`src/inc/viu_pkg.sv`:
```
package viu_pkg;
  // Register indices; the byte address is four times the index
  localparam logic [7:0] VIU_ADDR_MASK = 8'hDD;
  localparam logic [7:0] VIU_ADDR_MODE = 8'hDE;
  localparam logic [7:0] VIU_ADDR_PRIO = 8'hFF;
  localparam logic [7:0] VIU_ADDR_SRCEN = 8'hC0;
  localparam logic [7:0] VIU_ADDR_PEND = 8'hC4;
  localparam logic [7:0] VIU_ADDR_IRQST = 8'hC8;
  localparam logic [7:0] VIU_ADDR_IRQMSK = 8'hCC;
  localparam logic [7:0] VIU_ADDR_IPTR = 8'hD0;
  localparam logic [7:0] VIU_ADDR_PC = 8'hD4;
  localparam logic [7:0] VIU_ADDR_FLAGS = 8'hD8;
  localparam logic [7:0] VIU_ADDR_STATE = 8'hE0;
  // Mode register fields and the fast bit of the flags
  localparam int VIU_MODE_GIE = 0;
  localparam int VIU_MODE_FEN = 1;
  localparam int VIU_MODE_FSEL_LSB = 2;
  localparam int VIU_FAST_FLAG = 1;
  // Reset values and vector base
  localparam logic [7:0] VIU_RST_BYTE = 8'h00;
  localparam logic [15:0] VIU_RST_WORD = 16'h0000;
  localparam logic [15:0] VIU_VEC_BASE = 16'h0000;
  // Entry timing in clock periods, AXI responses and sequencer states
  localparam int VIU_FAST_CYC = 6;
  localparam int VIU_NORM_CYC = 22;
  localparam logic [1:0] VIU_RESP_OK = 2'h0;
  localparam logic [1:0] VIU_RESP_SLVERR = 2'h2;
  typedef enum logic [1:0] {VIU_IDLE, VIU_NORM, VIU_FAST} viu_seq_t;
endpackage

```
`src/rtl/viu_top.sv`:
```
`timescale 1ns/1ps
module viu_top
  import viu_pkg::*;
(
  // Clock and reset
  input wire logic aclk,
  input wire logic aresetn,
  // AXI4-Lite slave
  input wire logic [9:0] s_axi_awaddr,
  input wire logic s_axi_awvalid,
  output logic s_axi_awready,
  input wire logic [31:0] s_axi_wdata,
  input wire logic [3:0] s_axi_wstrb,
  input wire logic s_axi_wvalid,
  output logic s_axi_wready,
  output logic [1:0] s_axi_bresp,
  output logic s_axi_bvalid,
  input wire logic s_axi_bready,
  input wire logic [9:0] s_axi_araddr,
  input wire logic s_axi_arvalid,
  output logic s_axi_arready,
  output logic [31:0] s_axi_rdata,
  output logic [1:0] s_axi_rresp,
  output logic s_axi_rvalid,
  input wire logic s_axi_rready,
  // Requests: internal levels, external edges (pins)
  input wire logic [7:0] int_req,
  input wire logic [7:0] ext_req_pin,
  // Core sequencer
  input wire logic [15:0] core_pc,
  input wire logic [7:0] core_flags,
  input wire logic core_return_from_interrupt,
  output logic push_valid,
  output logic [15:0] push_pc,
  output logic [7:0] push_flags,
  output logic pc_load,
  output logic [15:0] pc_value,
  output logic flags_load,
  output logic [7:0] flags_value,
  output logic entry_busy,
  output logic [2:0] grant_level,
  output logic [2:0] grant_source,
  output logic irq
);
  import viu_pkg::*;

  typedef struct packed {
    logic [7:0] mask;
    logic [7:0] mode;
    logic [7:0] prio;
    logic [7:0] srcen;
    logic [7:0] ext_cap;
    logic [7:0] ext_s1;
    logic [7:0] ext_s2;
    logic [7:0] ext_old;
    logic [1:0] ist;
    logic [1:0] imsk;
    logic [15:0] iptr;
    logic [7:0] shadow;
    logic fast_act;
    viu_seq_t seq;
    logic [4:0] cnt;
    logic [15:0] pc_save;
    logic [7:0] fl_save;
    logic aw_got;
    logic [7:0] aw_addr;
    logic w_got;
    logic [31:0] w_data;
    logic [3:0] w_strb;
    logic awready;
    logic wready;
    logic bvalid;
    logic [1:0] bresp;
    logic arready;
    logic rvalid;
    logic [31:0] rdata;
    logic [1:0] rresp;
    logic push_valid;
    logic pc_load;
    logic [15:0] pc_value;
    logic flags_load;
    logic [7:0] flags_value;
    logic [2:0] glev;
    logic [2:0] gsrc;
    logic irq;
    logic busy;
  } viu_state_t;

  viu_state_t s_q;
  viu_state_t s_d;

  // Level priority from the priority register: only prio[2:0] is used,
  // a 3-bit ring offset over levels 0..7 that wrap around;
  // the level at offset prio[2:0] wins first, then upward.
  function automatic logic [2:0] viu_rot(input logic [2:0] base,
                                         input logic [2:0] i);
    viu_rot = 3'(base + i);
  endfunction

  // Vectors are two bytes apart, one per level
  function automatic logic [15:0] viu_vector(input logic [2:0] lev);
    viu_vector = VIU_VEC_BASE + {12'h000, lev, 1'b0};
  endfunction

  logic [7:0] req_lvl;
  logic [7:0] ext_edge;
  logic win;
  logic [2:0] wlev;
  logic is_fast;
  logic [7:0] wb;
  logic [7:0] mode_w;
  logic grant_now;
  logic entry_done;

  always_comb
  begin
    s_d = s_q;
    // Two-flop synchroniser, then edge detect on the second flop
    s_d.ext_s1 = ext_req_pin;
    s_d.ext_s2 = s_q.ext_s1;
    s_d.ext_old = s_q.ext_s2;
    ext_edge = s_q.ext_s2 & ~s_q.ext_old;
    // One request per level: source i feeds level i
    req_lvl = (int_req | s_q.ext_cap) & s_q.srcen;
    req_lvl = req_lvl & s_q.mask;
    win = 1'b0;
    wlev = 3'h0;
    for (int i = 7; i >= 0; i--)
    begin
      if (req_lvl[viu_rot(s_q.prio[2:0], 3'(i))])
      begin
        win = 1'b1;
        wlev = viu_rot(s_q.prio[2:0], 3'(i));
      end
    end
    // Only the selected level may take the swap path
    is_fast = s_q.mode[VIU_MODE_FEN] &&
              (s_q.mode[VIU_MODE_FSEL_LSB +: 3] == wlev);

    s_d.push_valid = 1'b0;
    s_d.pc_load = 1'b0;
    s_d.flags_load = 1'b0;
    s_d.awready = 1'b0;
    s_d.wready = 1'b0;
    s_d.arready = 1'b0;

    unique case (s_q.seq)
      VIU_IDLE:
      begin
        if (win && s_q.mode[VIU_MODE_GIE] && !core_return_from_interrupt)
        begin
          s_d.mode[VIU_MODE_GIE] = 1'b0;
          s_d.glev = wlev;
          s_d.gsrc = wlev;
          // Saved PC feeds both the stack push and the pointer swap
          s_d.pc_save = core_pc;
          s_d.fl_save = core_flags;
          s_d.ist[0] = 1'b1;
          if (is_fast)
          begin
            s_d.seq = VIU_FAST;
            s_d.cnt = 5'(VIU_FAST_CYC - 1);
          end
          else
          begin
            s_d.seq = VIU_NORM;
            s_d.cnt = 5'(VIU_NORM_CYC - 1);
          end
        end
        else if (core_return_from_interrupt)
        begin
          // Normal return: the core pops its own PC and flags
          s_d.mode[VIU_MODE_GIE] = 1'b1;
          if (s_q.fast_act)
          begin
            s_d.pc_load = 1'b1;
            s_d.pc_value = s_q.iptr;
            s_d.iptr = core_pc;
            s_d.flags_load = 1'b1;
            s_d.flags_value = s_q.shadow & ~8'(1 << VIU_FAST_FLAG);
            s_d.fast_act = 1'b0;
          end
        end
      end
      VIU_NORM:
      begin
        s_d.cnt = s_q.cnt - 5'h01;
        if (s_q.cnt == 5'h01)
        begin
          // Push and vector load leave together, one cycle before the end
          s_d.push_valid = 1'b1;
          s_d.pc_load = 1'b1;
          s_d.pc_value = viu_vector(s_q.glev);
        end
        if (s_q.cnt == 5'h00)
          s_d.seq = VIU_IDLE;
      end
      VIU_FAST:
      begin
        s_d.cnt = s_q.cnt - 5'h01;
        if (s_q.cnt == 5'h01)
        begin
          // Swap, shadow copy and fast bit all land on one edge
          s_d.pc_load = 1'b1;
          s_d.pc_value = s_q.iptr;
          s_d.iptr = s_q.pc_save;
          s_d.shadow = s_q.fl_save;
          s_d.flags_load = 1'b1;
          s_d.flags_value = s_q.fl_save | 8'(1 << VIU_FAST_FLAG);
          s_d.fast_act = 1'b1;
        end
        if (s_q.cnt == 5'h00)
          s_d.seq = VIU_IDLE;
      end
    endcase

    // Events shared by the status bits and the enable-clear race
    grant_now = (s_q.seq == VIU_IDLE) && (s_d.seq != VIU_IDLE);
    entry_done = (s_q.cnt == 5'h00) && (s_q.seq != VIU_IDLE);
    s_d.busy = (s_d.seq != VIU_IDLE);

    // AXI write: take address and data in either order
    // Ready pulses a cycle after valid; the payload is latched at once
    if (s_axi_awvalid && !s_q.aw_got && !s_q.awready)
    begin
      s_d.awready = 1'b1;
      s_d.aw_got = 1'b1;
      // Word-spaced registers: low address bits are not decoded
      s_d.aw_addr = s_axi_awaddr[9:2];
    end
    if (s_axi_wvalid && !s_q.w_got && !s_q.wready)
    begin
      s_d.wready = 1'b1;
      s_d.w_got = 1'b1;
      s_d.w_data = s_axi_wdata;
      s_d.w_strb = s_axi_wstrb;
    end

    wb = s_q.w_data[7:0];
    mode_w = s_d.mode;
    if (s_q.aw_got && s_q.w_got && !s_q.bvalid)
    begin
      s_d.aw_got = 1'b0;
      s_d.w_got = 1'b0;
      s_d.bvalid = 1'b1;
      s_d.bresp = VIU_RESP_OK;
      if (s_q.w_strb[0])
      begin
        unique case (s_q.aw_addr)
          VIU_ADDR_MASK: s_d.mask = wb;
          VIU_ADDR_MODE:
          begin
            // Hardware clearing of the enable on grant wins
            mode_w = wb;
            if (grant_now)
              mode_w[VIU_MODE_GIE] = 1'b0;
            s_d.mode = mode_w;
          end
          VIU_ADDR_PRIO: s_d.prio = wb;
          VIU_ADDR_SRCEN: s_d.srcen = wb;
          VIU_ADDR_PEND: s_d.ext_cap = s_q.ext_cap & ~wb;
          VIU_ADDR_IRQMSK: s_d.imsk = wb[1:0];
          VIU_ADDR_IPTR: s_d.iptr[7:0] = wb;
          VIU_ADDR_PC, VIU_ADDR_FLAGS, VIU_ADDR_IRQST, VIU_ADDR_STATE: ;
          default: s_d.bresp = VIU_RESP_SLVERR;
        endcase
      end
      // Pointer is the only writable register wider than a byte
      if (s_q.w_strb[1] && s_q.aw_addr == VIU_ADDR_IPTR)
        s_d.iptr[15:8] = s_q.w_data[15:8];
    end

    if (s_q.bvalid && s_axi_bready)
      s_d.bvalid = 1'b0;

    // Edge capture; a new edge wins over a clear
    s_d.ext_cap = s_d.ext_cap | ext_edge;
    if (entry_done)
      s_d.ist[1] = 1'b1;

    // AXI read
    // Read answer is registered; rvalid holds until rready
    if (s_axi_arvalid && !s_q.rvalid && !s_q.arready)
    begin
      s_d.arready = 1'b1;
      s_d.rvalid = 1'b1;
      s_d.rresp = VIU_RESP_OK;
      s_d.rdata = 32'h0000_0000;
      unique case (s_axi_araddr[9:2])
        VIU_ADDR_MASK: s_d.rdata[7:0] = s_q.mask;
        VIU_ADDR_MODE: s_d.rdata[7:0] = s_q.mode;
        VIU_ADDR_PRIO: s_d.rdata[7:0] = s_q.prio;
        VIU_ADDR_SRCEN: s_d.rdata[7:0] = s_q.srcen;
        VIU_ADDR_PEND: s_d.rdata[7:0] = s_q.ext_cap;
        VIU_ADDR_IRQMSK: s_d.rdata[1:0] = s_q.imsk;
        VIU_ADDR_IPTR: s_d.rdata[15:0] = s_q.iptr;
        VIU_ADDR_PC: s_d.rdata[15:0] = s_q.pc_save;
        VIU_ADDR_FLAGS: s_d.rdata[7:0] = s_q.shadow;
        VIU_ADDR_STATE:
          s_d.rdata[7:0] = {s_q.fast_act, 1'b0, s_q.seq, s_q.glev, win};
        VIU_ADDR_IRQST:
        begin
          s_d.rdata[1:0] = s_q.ist;
          // Read clears, but an event this cycle survives
          s_d.ist = s_d.ist & ~s_q.ist;
          if (grant_now)
            s_d.ist[0] = 1'b1;
          if (entry_done)
            s_d.ist[1] = 1'b1;
        end
        default: s_d.rresp = VIU_RESP_SLVERR;
      endcase
    end

    if (s_q.rvalid && s_axi_rready)
      s_d.rvalid = 1'b0;
    // Irq follows the next state, so it rises with its status bit
    s_d.irq = |(s_d.ist & s_d.imsk);
  end

  always_ff @(posedge aclk)
  begin
    if (!aresetn)
    begin
      // Clearing the whole state leaves the global enable off
      s_q <= '0;
      s_q.seq <= VIU_IDLE;
      s_q.iptr <= VIU_RST_WORD;
      s_q.mask <= VIU_RST_BYTE;
    end
    else
      s_q <= s_d;
  end

  assign s_axi_awready = s_q.awready;
  assign s_axi_wready = s_q.wready;
  assign s_axi_bvalid = s_q.bvalid;
  assign s_axi_bresp = s_q.bresp;
  assign s_axi_arready = s_q.arready;
  assign s_axi_rvalid = s_q.rvalid;
  assign s_axi_rdata = s_q.rdata;
  assign s_axi_rresp = s_q.rresp;
  assign push_valid = s_q.push_valid;
  assign push_pc = s_q.pc_save;
  assign push_flags = s_q.fl_save;
  assign pc_load = s_q.pc_load;
  assign pc_value = s_q.pc_value;
  assign flags_load = s_q.flags_load;
  assign flags_value = s_q.flags_value;
  assign entry_busy = s_q.busy;
  assign grant_level = s_q.glev;
  assign grant_source = s_q.gsrc;
  assign irq = s_q.irq;
endmodule

```
`config.mk`:
```
export PLATFORM = sky130hd
export DESIGN_NAME = viu_top
export DESIGN_NICKNAME = d
export VERILOG_FILES = /design/src/inc/viu_pkg.sv /design/src/rtl/viu_top.sv
export SDC_FILE = /design/constraint.sdc
export NUM_CORES = 1
export LEC_CHECK = 0
export ABC_AREA = 1
export BUFFER_PORTS_ARGS = -buffer_cell sky130_fd_sc_hd__buf_2
export CORE_MARGIN = 2
export CORE_UTILIZATION = 45
export CTS_BUF_LIST = sky130_fd_sc_hd__clkbuf_4
export DETAILED_ROUTE_END_ITERATION = 12
export PLACE_DENSITY = 0.65
export SKIP_CTS_REPAIR_TIMING = 1
export SKIP_LAST_GASP = 1
export SLEW_MARGIN = 20
export SYNTH_ARGS = -nofsm -noshare
export SYNTH_HDL_FRONTEND = slang
export SYNTH_SLANG_ARGS = --single-unit
```
`constraint.sdc`:
```
create_clock -name aclk -period 4.4 [get_ports aclk]
set_input_delay 0.66 -clock aclk [delete_from_list [all_inputs] [get_ports aclk]]
set_output_delay 0.66 -clock aclk [all_outputs]
set_load 0.02 [all_outputs]
```
* After elaboration in Yosys (flattened, before gate mapping)
Cells that the tools add are included.
Word-level totals: bits in registers 209, latch bits 0, RAM bits 0, bits in read-only memories 0, input port bits 104, output and inout port bits 100, word-level logic and storage cells 228, memories 0
Operators by class: $add $sub $neg 8, multiply operators 0, div/mod/pow operators 0, magnitude comparators 8, equal/unequal tests 32, shift operators 0, multiplexer cells 83, bitwise operators 12, reductions and logical operators 46
Operator list (count):
- $eq 8x8->1 const B | 22
- $mux 26 | 4
- $mux 25 | 3
- $pmux 6 s9 | 1
- $pmux 17 s3 | 1
- $mux 16 | 3
- $mux 8 | 6
- $mux 18 | 2
- $mux 36 | 1
- $and 8x8->8 | 4
- $lt 3x4->1 const B | 8
- $pmux 16 s2 | 1
- $mux 31 | 1
- $mux 1 | 30
- $bmux 1 s3 | 8
- $mux 3 | 8
- $pmux 2 s11 | 1
- $reduce_or 11->1 | 2
- $pmux 9 s2 | 1
- $logic_and 1x1->1 | 16
- $mux 2 | 8
- $not 8->8 | 2
- $or 8x8->8 | 2
- $pmux 8 s2 | 1
- other kinds (24) | 53

* Longest topological paths before layout
Gate-level depths: netlist (run 1).
depth after elaboration 25, depth in mapped cells 27, gate-level depth less buffers 26

* Worst setup path before layout (run 1)
OpenSTA, ideal clock, no wires.
path type register to register, start point register s_q[223] (netlist name), end point register s_q, in the netlist irq, library setup time 112 ps, arrival 2568 ps, data required time 4288 ps, path slack 1720 ps, cell stages (with the launch flop) 22, path buffers 1, clock period less this slack 2680 ps, path through dfxtp_1 buf_4 inv_2 ha_1 inv_1 nand3_1 nand3_1 o21ai_2 nor2_1 nand3_1 nor3_2 nand4_1 nand2_1 nor2_2 inv_2 a21oi_1 a21oi_4 nand3_2 nand3_2 nand2_1 nand2_1 nand2_1
Between the ends: word-level cells in the longest chain between the ends 23, elaborated cells between the ends (all ways) 56, those cells by class 7 x add/sub; 1 x eq/ne; 40 x mux; 2 x bitwise; 6 x reduce/logical
Ends and longest elaborated chain:
- start, declared | line viu_top.sv:89 | viu_state_t s_q;
- $add 3x3->3 | line viu_top.sv:97 | viu_rot = 3'(base + i);
- $bmux 1 s3 | line viu_top.sv:130 | if (req_lvl[viu_rot(s_q.prio[2:0], 3'(i))])
- $mux 1 (implied by the code) | line viu_top.sv:130
- $mux 3 (8 in a row) | line viu_top.sv:130
- $eq 3x3->1 | line viu_top.sv:138 | (s_q.mode[VIU_MODE_FSEL_LSB +: 3] == wlev);
- $logic_and 1x1->1 | line viu_top.sv:137 | is_fast = s_q.mode[VIU_MODE_FEN] &&
- $mux 7 | line viu_top.sv:159 | if (is_fast)
- $mux 31 | line viu_top.sv:150 | if (win && s_q.mode[VIU_MODE_GIE] && !core_return_from_interrupt)
- $pmux 7 s2 | line viu_top.sv:147 | unique case (s_q.seq)
- $reduce_bool 2->1 | line viu_top.sv:218 | grant_now = (s_q.seq == VIU_IDLE) && (s_d.seq != VIU_IDLE);
- $logic_and 1x1->1 | line viu_top.sv:218
- $mux 1 | line viu_top.sv:306 | if (grant_now)
- $mux 2 | line viu_top.sv:289 | unique case (s_axi_araddr[9:2])
- $mux 2 (*) | line viu_top.sv:283 | if (s_axi_arvalid && !s_q.rvalid && !s_q.arready)
- $and 2x2->2 (*) | line viu_top.sv:318 | s_d.irq = |(s_d.ist & s_d.imsk);
- $reduce_or 2->1 (*) | line viu_top.sv:318
Every way passes the cells marked *; elsewhere a longest branch is shown, timed or not. The select of a mux whose other input is x is not followed. A chain may end at the register's enable or synchronous reset.

* Worst setup path after layout (run 1)
start point register s_q[222] (netlist name), end point register s_q, in the netlist push_flags[1]
Between the ends: word-level cells in the longest chain between the ends 14, elaborated cells between the ends (all ways) 34, those cells by class 7 x add/sub; 24 x mux; 3 x reduce/logical
Ends and longest elaborated chain (line):
- $add 3x3->3 | viu_top.sv:97
- $bmux 1 s3 | viu_top.sv:130
- $mux 1 (implied by the code) | viu_top.sv:130
- $mux 1 (7 in a row) | viu_top.sv:130
- $mux 1 (*) | viu_top.sv:130
- $logic_and 1x1->1 (*) (2 in a row) | viu_top.sv:150
- $reduce_and 2->1 (no line) (*)
Marked as above.

==> results of run 1 <==
## worst register-to-register path: stages, from the launching register on
cell and delay (ns):
dfxtp_1 0.39, inv_2 0.06, ha_1 0.42, inv_1 0.18
nand3_1 0.14, nand2_1 0.08, o21ai_2 0.23, nor2_1 0.09
nand3_1 0.09, nor3_2 0.04, nand4_1 0.15, nand2_1 0.11
nor2_1 0.73, inv_1 0.38, buf_12 0.28, o21ai_0 0.18
a21oi_1 0.06
## path summary, 6_finish.rpt
check,from,to,depth (start not counted)
min reg2reg,s_d[195],s_d[187],2
min,ext_req_pin[4],s_d[194],3
max,s_q[222],push_flags[1],16
max reg2reg,s_q[222],push_flags[1],16
## flip-flops by register name (all words and copies together) (netlist names), 3 cells and up
name	cells
flags_value	8
grant_source	3
s_q	112
s_d	16
s_axi_rdata	16
push_pc	16
push_flags	8
pc_value	16
## per-layer routing
metal  track usage [%]  vias up  wire, µm
met4              8.42        0       750
li1                  -     4610         -
met2              37.2      373     12800
met3              4.66       54      2320
met5                 0        -         0
met1              33.6     4223     12900
## cells by family (layout without fill, tap and decap cells)
kind of cell,count (synthesis),after routing,share of synthesized area [%]
other,1,19,0.0377
adders and majority gates,7,7,0.881
AOI/OAI and AO/OA,357,357,20.8
DFF,207,207,41.7
and+or+nand+nor,434,434,19.4
buffers and inverters,343,455,16.6
xor gates and xnor gates,3,3,0.604
## synthesized netlist by cell type, types with 2 or more instances
cell type and instances:
buf_6 2, nor2_1 81, o221ai_1 18, nor2_2 2, o211a_1 2, nor4_1 5
a311oi_1 7, a22o_1 2, a32o_1 2, ha_1 7, o22ai_1 17, inv_1 182
nand2_2 6, buf_1 4, nand4_1 8, inv_2 11, nand3_2 10, or2_2 2
a211oi_1 10, a221oi_1 14, buf_2 4, nand3_1 60, buf_4 92, nand3b_1 16
nor3_2 2, o2111ai_1 2, a21oi_1 139, nand2_1 226, dfxtp_1 207, a31oi_1 6
a22oi_1 3, o21ai_0 126, clkbuf_1 45, o31ai_1 3, clkinv_1 3, nor3_1 14
## power by group through the flow
stage | logic [mW] | registers, mW | clock network [mW]
floorplan | 0.171 | 1.99 | 0
CTS | 0.252 | 1.96 | 1.70
finish | 0.252 | 1.96 | 1.66
detailed placement | 0.251 | 2.00 | 0
global route | 0.281 | 1.97 | 1.80
global placement | 0.248 | 2.00 | 0
## layout make-up
cell class              count  area, µm²
clock inverters             6        101
clock buffers              74        556
multi-input cells         819       4220
flip-flops and latches    207       4140
well taps                 280        350
diodes                      1       2.50
repair buffers            179        961
fillers                  2263      10700
inverters                 196        736
==> results_dict.tcl, run 1 <==
set metrics [dict create \
    hp-class "in -> reg" \
    worstPathMaxFanout 35 \
    clock_power_share_pct 42.9 \
    worstMarginPinSlew_ns 1.08 \
    netlist_area_mm2 0.00994 \
    finalSetupViolCount 0 \
    grt_max_degree 78 \
    synth_seq_cells 207 \
    yosys.area.top_type_share_pct 41.7 \
    comb_power_share_pct 6.5 \
    vdd_drop_max_uv 198 \
    dr.pass1.iters 5 \
    slew_violations 0 \
    io_pins 204 \
    synth_edf_count 0 \
    required_ns 4.93 \
    yosysTopAreaCell "dfxtp_1" \
    swShare_pct 24.4 \
    wl_um 28700 \
    status "finished, final reports clean" \
    synthTopCellsByArea "dfxtp_1 42%, nand2_1 8.5%, a21oi_1 7.0%" \
    start_util_pct 45.7 \
    grt_antenna_before_repair 1 \
    ys_warn_count 0 \
    ant_nets 0 \
    crit_family "simple AND/OR/NAND/NOR gates" \
    drv_cap 0 \
    max_freq_ghz 0.265 \
    vias 9260 \
    slowest_stage "nor2_1" \
    cts_buffers 52 \
    period_minus_slack_ns 3.77 \
    grt_usage_pct 24.1 \
    synth_flop_cell "dfxtp_1" \
    start_kind "register" \
    place_ws_ns 0.713 \
    cts_tree "yes" \
    cts_root_buffer "clkbuf_4" \
    p_int_mw 2.93 \
    fin_ws_ns 0.630 \
    grt_pass1_vias 8535 \
    clock_latency_ns 0.68 \
    drc 0 \
    htreeDepth 2 \
    placed_cells 1681 \
    postPlaceCellArea_mm2 0.0104 \
    ys_seq_area_share_pct 41.7 \
    post-route-period-util_pct 85.7 \
    path_cells "inv_2 > ha_1 > inv_1 > nand3_1 > nand2_1 > o21ai_2 > nor2_1 > nand3_1 > nor3_2 > nand4_1 > nand2_1 > nor2_1 > inv_1 > buf_12 > o21ai_0 > a21oi_1" \
    cts_buffer_depth 3 \
    power.switching_mw 0.945 \
    power_density_mw_per_mm2 350 \
    overflow 0 \
    total_power_mw 3.88 \
    rsz0062_at_grt "false" \
    core_mm2 0.0218 \
    synth_cell_types 48 \
    syn_inst 1352 \
    endpoint_kind "register" \
    hold-worst-slack_ns 0.168 \
    p_leak_nw 5.03 \
    slew_headroom_pct 27.9 \
    dp_hpwl_um 20900 \
    critical_path_class "reg -> reg" \
    cts.sinks 207 \
    final_cells 1762 \
    final_area_mm2 0.0111 \
    fin_util_pct 50.9 \
    die-area_mm2 0.0233 \
    die_w_um 153 \
    layout.nets 1566 \
    io_buffers 163 \
    final_cell_mix "226 x nand2_1, 207 x dfxtp_1, 181 x inv_1, 163 x buf_2, 139 x a21oi_1" \
    hold_viol 0 \
    r2r_slack_ns 0.63 \
    finClkSkew_ns 0.0392 \
    grt_pass1_wl_um 45200 \
    cp.arrival_ns 4.30 \
    synthArstFlopShare_pct 0 \
    globalplace.congestion 0.920 \
    area.growth.synth_to_final_pct 11.4 \
    tns_ns 0 \
    power_frac_seq_pct 50.6 \
    final_common_cell "nand2_1" \
    die_h_um 153 \
    synth_area_per_cell_um2 7.35 \
    avgViaCountPerCell 5.26 \
    drt_iter0_drc 781 \
    drive_gt1_share_pct 20.2 \
    wl_per_cell_um 16.3 \
    fp-row-count 54 \
    clk_pin_slew_ns 0.06 \
    path_buf_inv 4 \
    slowest_delay_ns 0.73 \
]
Note: power is estimated with default switching activity, not from simulation.
==> inputs of run 2 (changes only) <==
--- a/config.mk
+++ b/config.mk
@@ -7,11 +7,12 @@
 export LEC_CHECK = 0
 export ABC_AREA = 1
 export BUFFER_PORTS_ARGS = -buffer_cell sky130_fd_sc_hd__buf_2
+export CORE_ASPECT_RATIO = 0.8
 export CORE_MARGIN = 2
-export CORE_UTILIZATION = 45
+export CORE_UTILIZATION = 61
 export CTS_BUF_LIST = sky130_fd_sc_hd__clkbuf_4
 export DETAILED_ROUTE_END_ITERATION = 12
-export PLACE_DENSITY = 0.65
+export PLACE_DENSITY = 0.84
 export SKIP_CTS_REPAIR_TIMING = 1
 export SKIP_LAST_GASP = 1
 export SLEW_MARGIN = 20
==> run 2 against run 1 <==
Routed wire length fell by 3.9%; count of clock-buffer cells in the layout is 1 lower; non-clock buffer count is 3 lower; die area fell by 26%; maximum frequency decreased by 2.2%; cell area shrank 1.1%; final cell count down 3.5%; worst setup slack got worse by 0.085 ns; worst hold slack improved by 0.038 ns; first-iteration DRC count up 54%; largest power group unchanged; highest routed layer unchanged.
==> results_dict.tcl, run 2 (synthesis results as in run 1) <==
set metrics [dict create \
    hold-worst-slack_ns 0.206 \
    critical_path_class "reg -> reg" \
    cts_tree "yes" \
    cts.sinks 207 \
    total_power_mw 3.85 \
    hp-class "in -> reg" \
    wl_per_cell_um 16.2 \
    dr.pass1.iters 6 \
    drt_iter0_drc 1204 \
    htreeDepth 2 \
    layout.nets 1561 \
    worstPathMaxFanout 43 \
    place_ws_ns 0.783 \
    finalSetupViolCount 0 \
    postPlaceCellArea_mm2 0.0103 \
    grt_pass1_vias 8354 \
    drv_cap 0 \
    cp.arrival_ns 4.31 \
    vdd_drop_max_uv 257 \
    placed_cells 1613 \
    drive_gt1_share_pct 20.2 \
    start_kind "register" \
    largest_reg_flops 112 \
    drc 0 \
    power_density_mw_per_mm2 352 \
    area.growth.synth_to_final_pct 10.2 \
    io_pins 204 \
    cts_buffers 50 \
    p_leak_nw 5.02 \
    hold_viol 0 \
    grt_usage_pct 31.1 \
    period_minus_slack_ns 3.85 \
    crit_path_start "s_q[222]" \
    tns_ns 0 \
    hold_start "ext_req_pin[3]" \
    largest-register "s_q" \
    dp_hpwl_um 20100 \
    cts_root_buffer "clkbuf_4" \
    die_w_um 147 \
    core_mm2 0.0159 \
    clk_pin_slew_ns 0.07 \
    final_area_mm2 0.0110 \
    required_ns 4.86 \
    start_util_pct 62.7 \
    grt_pass1_wl_um 43200 \
    die_h_um 118 \
    fp-row-count 41 \
    overflow 0 \
    slew_violations 0 \
    post-route-period-util_pct 87.6 \
    cts_buffer_depth 3 \
    ant_nets 0 \
    vias 9569 \
    final_cell_mix "226 x nand2_1, 207 x dfxtp_1, 181 x inv_1, 163 x buf_2, 139 x a21oi_1" \
    slew_headroom_pct 25.8 \
    wl_um 27600 \
    rr_startpoint "s_q[222]" \
    endpoint_kind "register" \
    fin_ws_ns 0.545 \
    rsz0062_at_grt "false" \
    worstMarginPinSlew_ns 1.11 \
    die-area_mm2 0.0173 \
    clock_latency_ns 0.64 \
    fin_util_pct 69.1 \
    final_cells 1701 \
    avgViaCountPerCell 5.63 \
    finClkSkew_ns 0.0723 \
    status "finished, final reports clean" \
    final_common_cell "nand2_1" \
    io_buffers 163 \
    globalplace.congestion 0.976 \
    grt_max_degree 63 \
    grt_antenna_before_repair 2 \
    max_freq_ghz 0.259 \
]
## run 2: worst paths after layout
| kind | endpoint | depth (start not counted) | slack [ns] |
|---|---|---|---|
| worst min register to register | s_d[186] | 2 | 0.41 |
| worst max register to register | push_pc[4] | 16 | 0.55 |
| worst min-delay path | s_d[193] | 3 | 0.21 |
| worst max-delay path | push_pc[4] | 16 | 0.55 |
## run 2: final cells by class
class | instances | area, µm²
Antenna cell | 1 | 2.50
Clock buffer | 73 | 548
Clock inverter | 14 | 115
Fill cell | 1349 | 4900
Inverter | 196 | 736
Multi-Input combinational cell | 819 | 4210
Sequential cell | 207 | 4140
Tap cell | 215 | 269
Timing Repair Buffer | 176 | 926
## run 2: worst max-delay path, stage by stage, from the launching register on
cell	delay (ns)
dfxtp_1	0.34
inv_2	0.11
ha_1	0.46
inv_1	0.20
nand3_1	0.14
nand2_1	0.10
o21ai_2	0.22
nor2_1	0.09
nand3_1	0.09
nor3_2	0.04
nand4_1	0.22
nand2_1	0.15
nor2_1	0.85
inv_1	0.09
buf_4	0.30
o21ai_0	0.20
a21oi_1	0.05
## run 2: power by group
part / switching (mW) / total, mW / internal (mW)
clock network: 0.759 / 1.64 / 0.881
registers: 0.0369 / 1.96 / 1.92
logic: 0.173 / 0.251 / 0.0780
total: 0.969 / 3.85 / 2.88
## run 2: metal layers
layer	GRT usage, %	up-vias	part of all wire, %
met3	8.34	57	13
met5	0	-	0
met1	45.9	4368	44
met4	8.37	0	1.9
met2	44.5	558	41
li1	-	4586	-
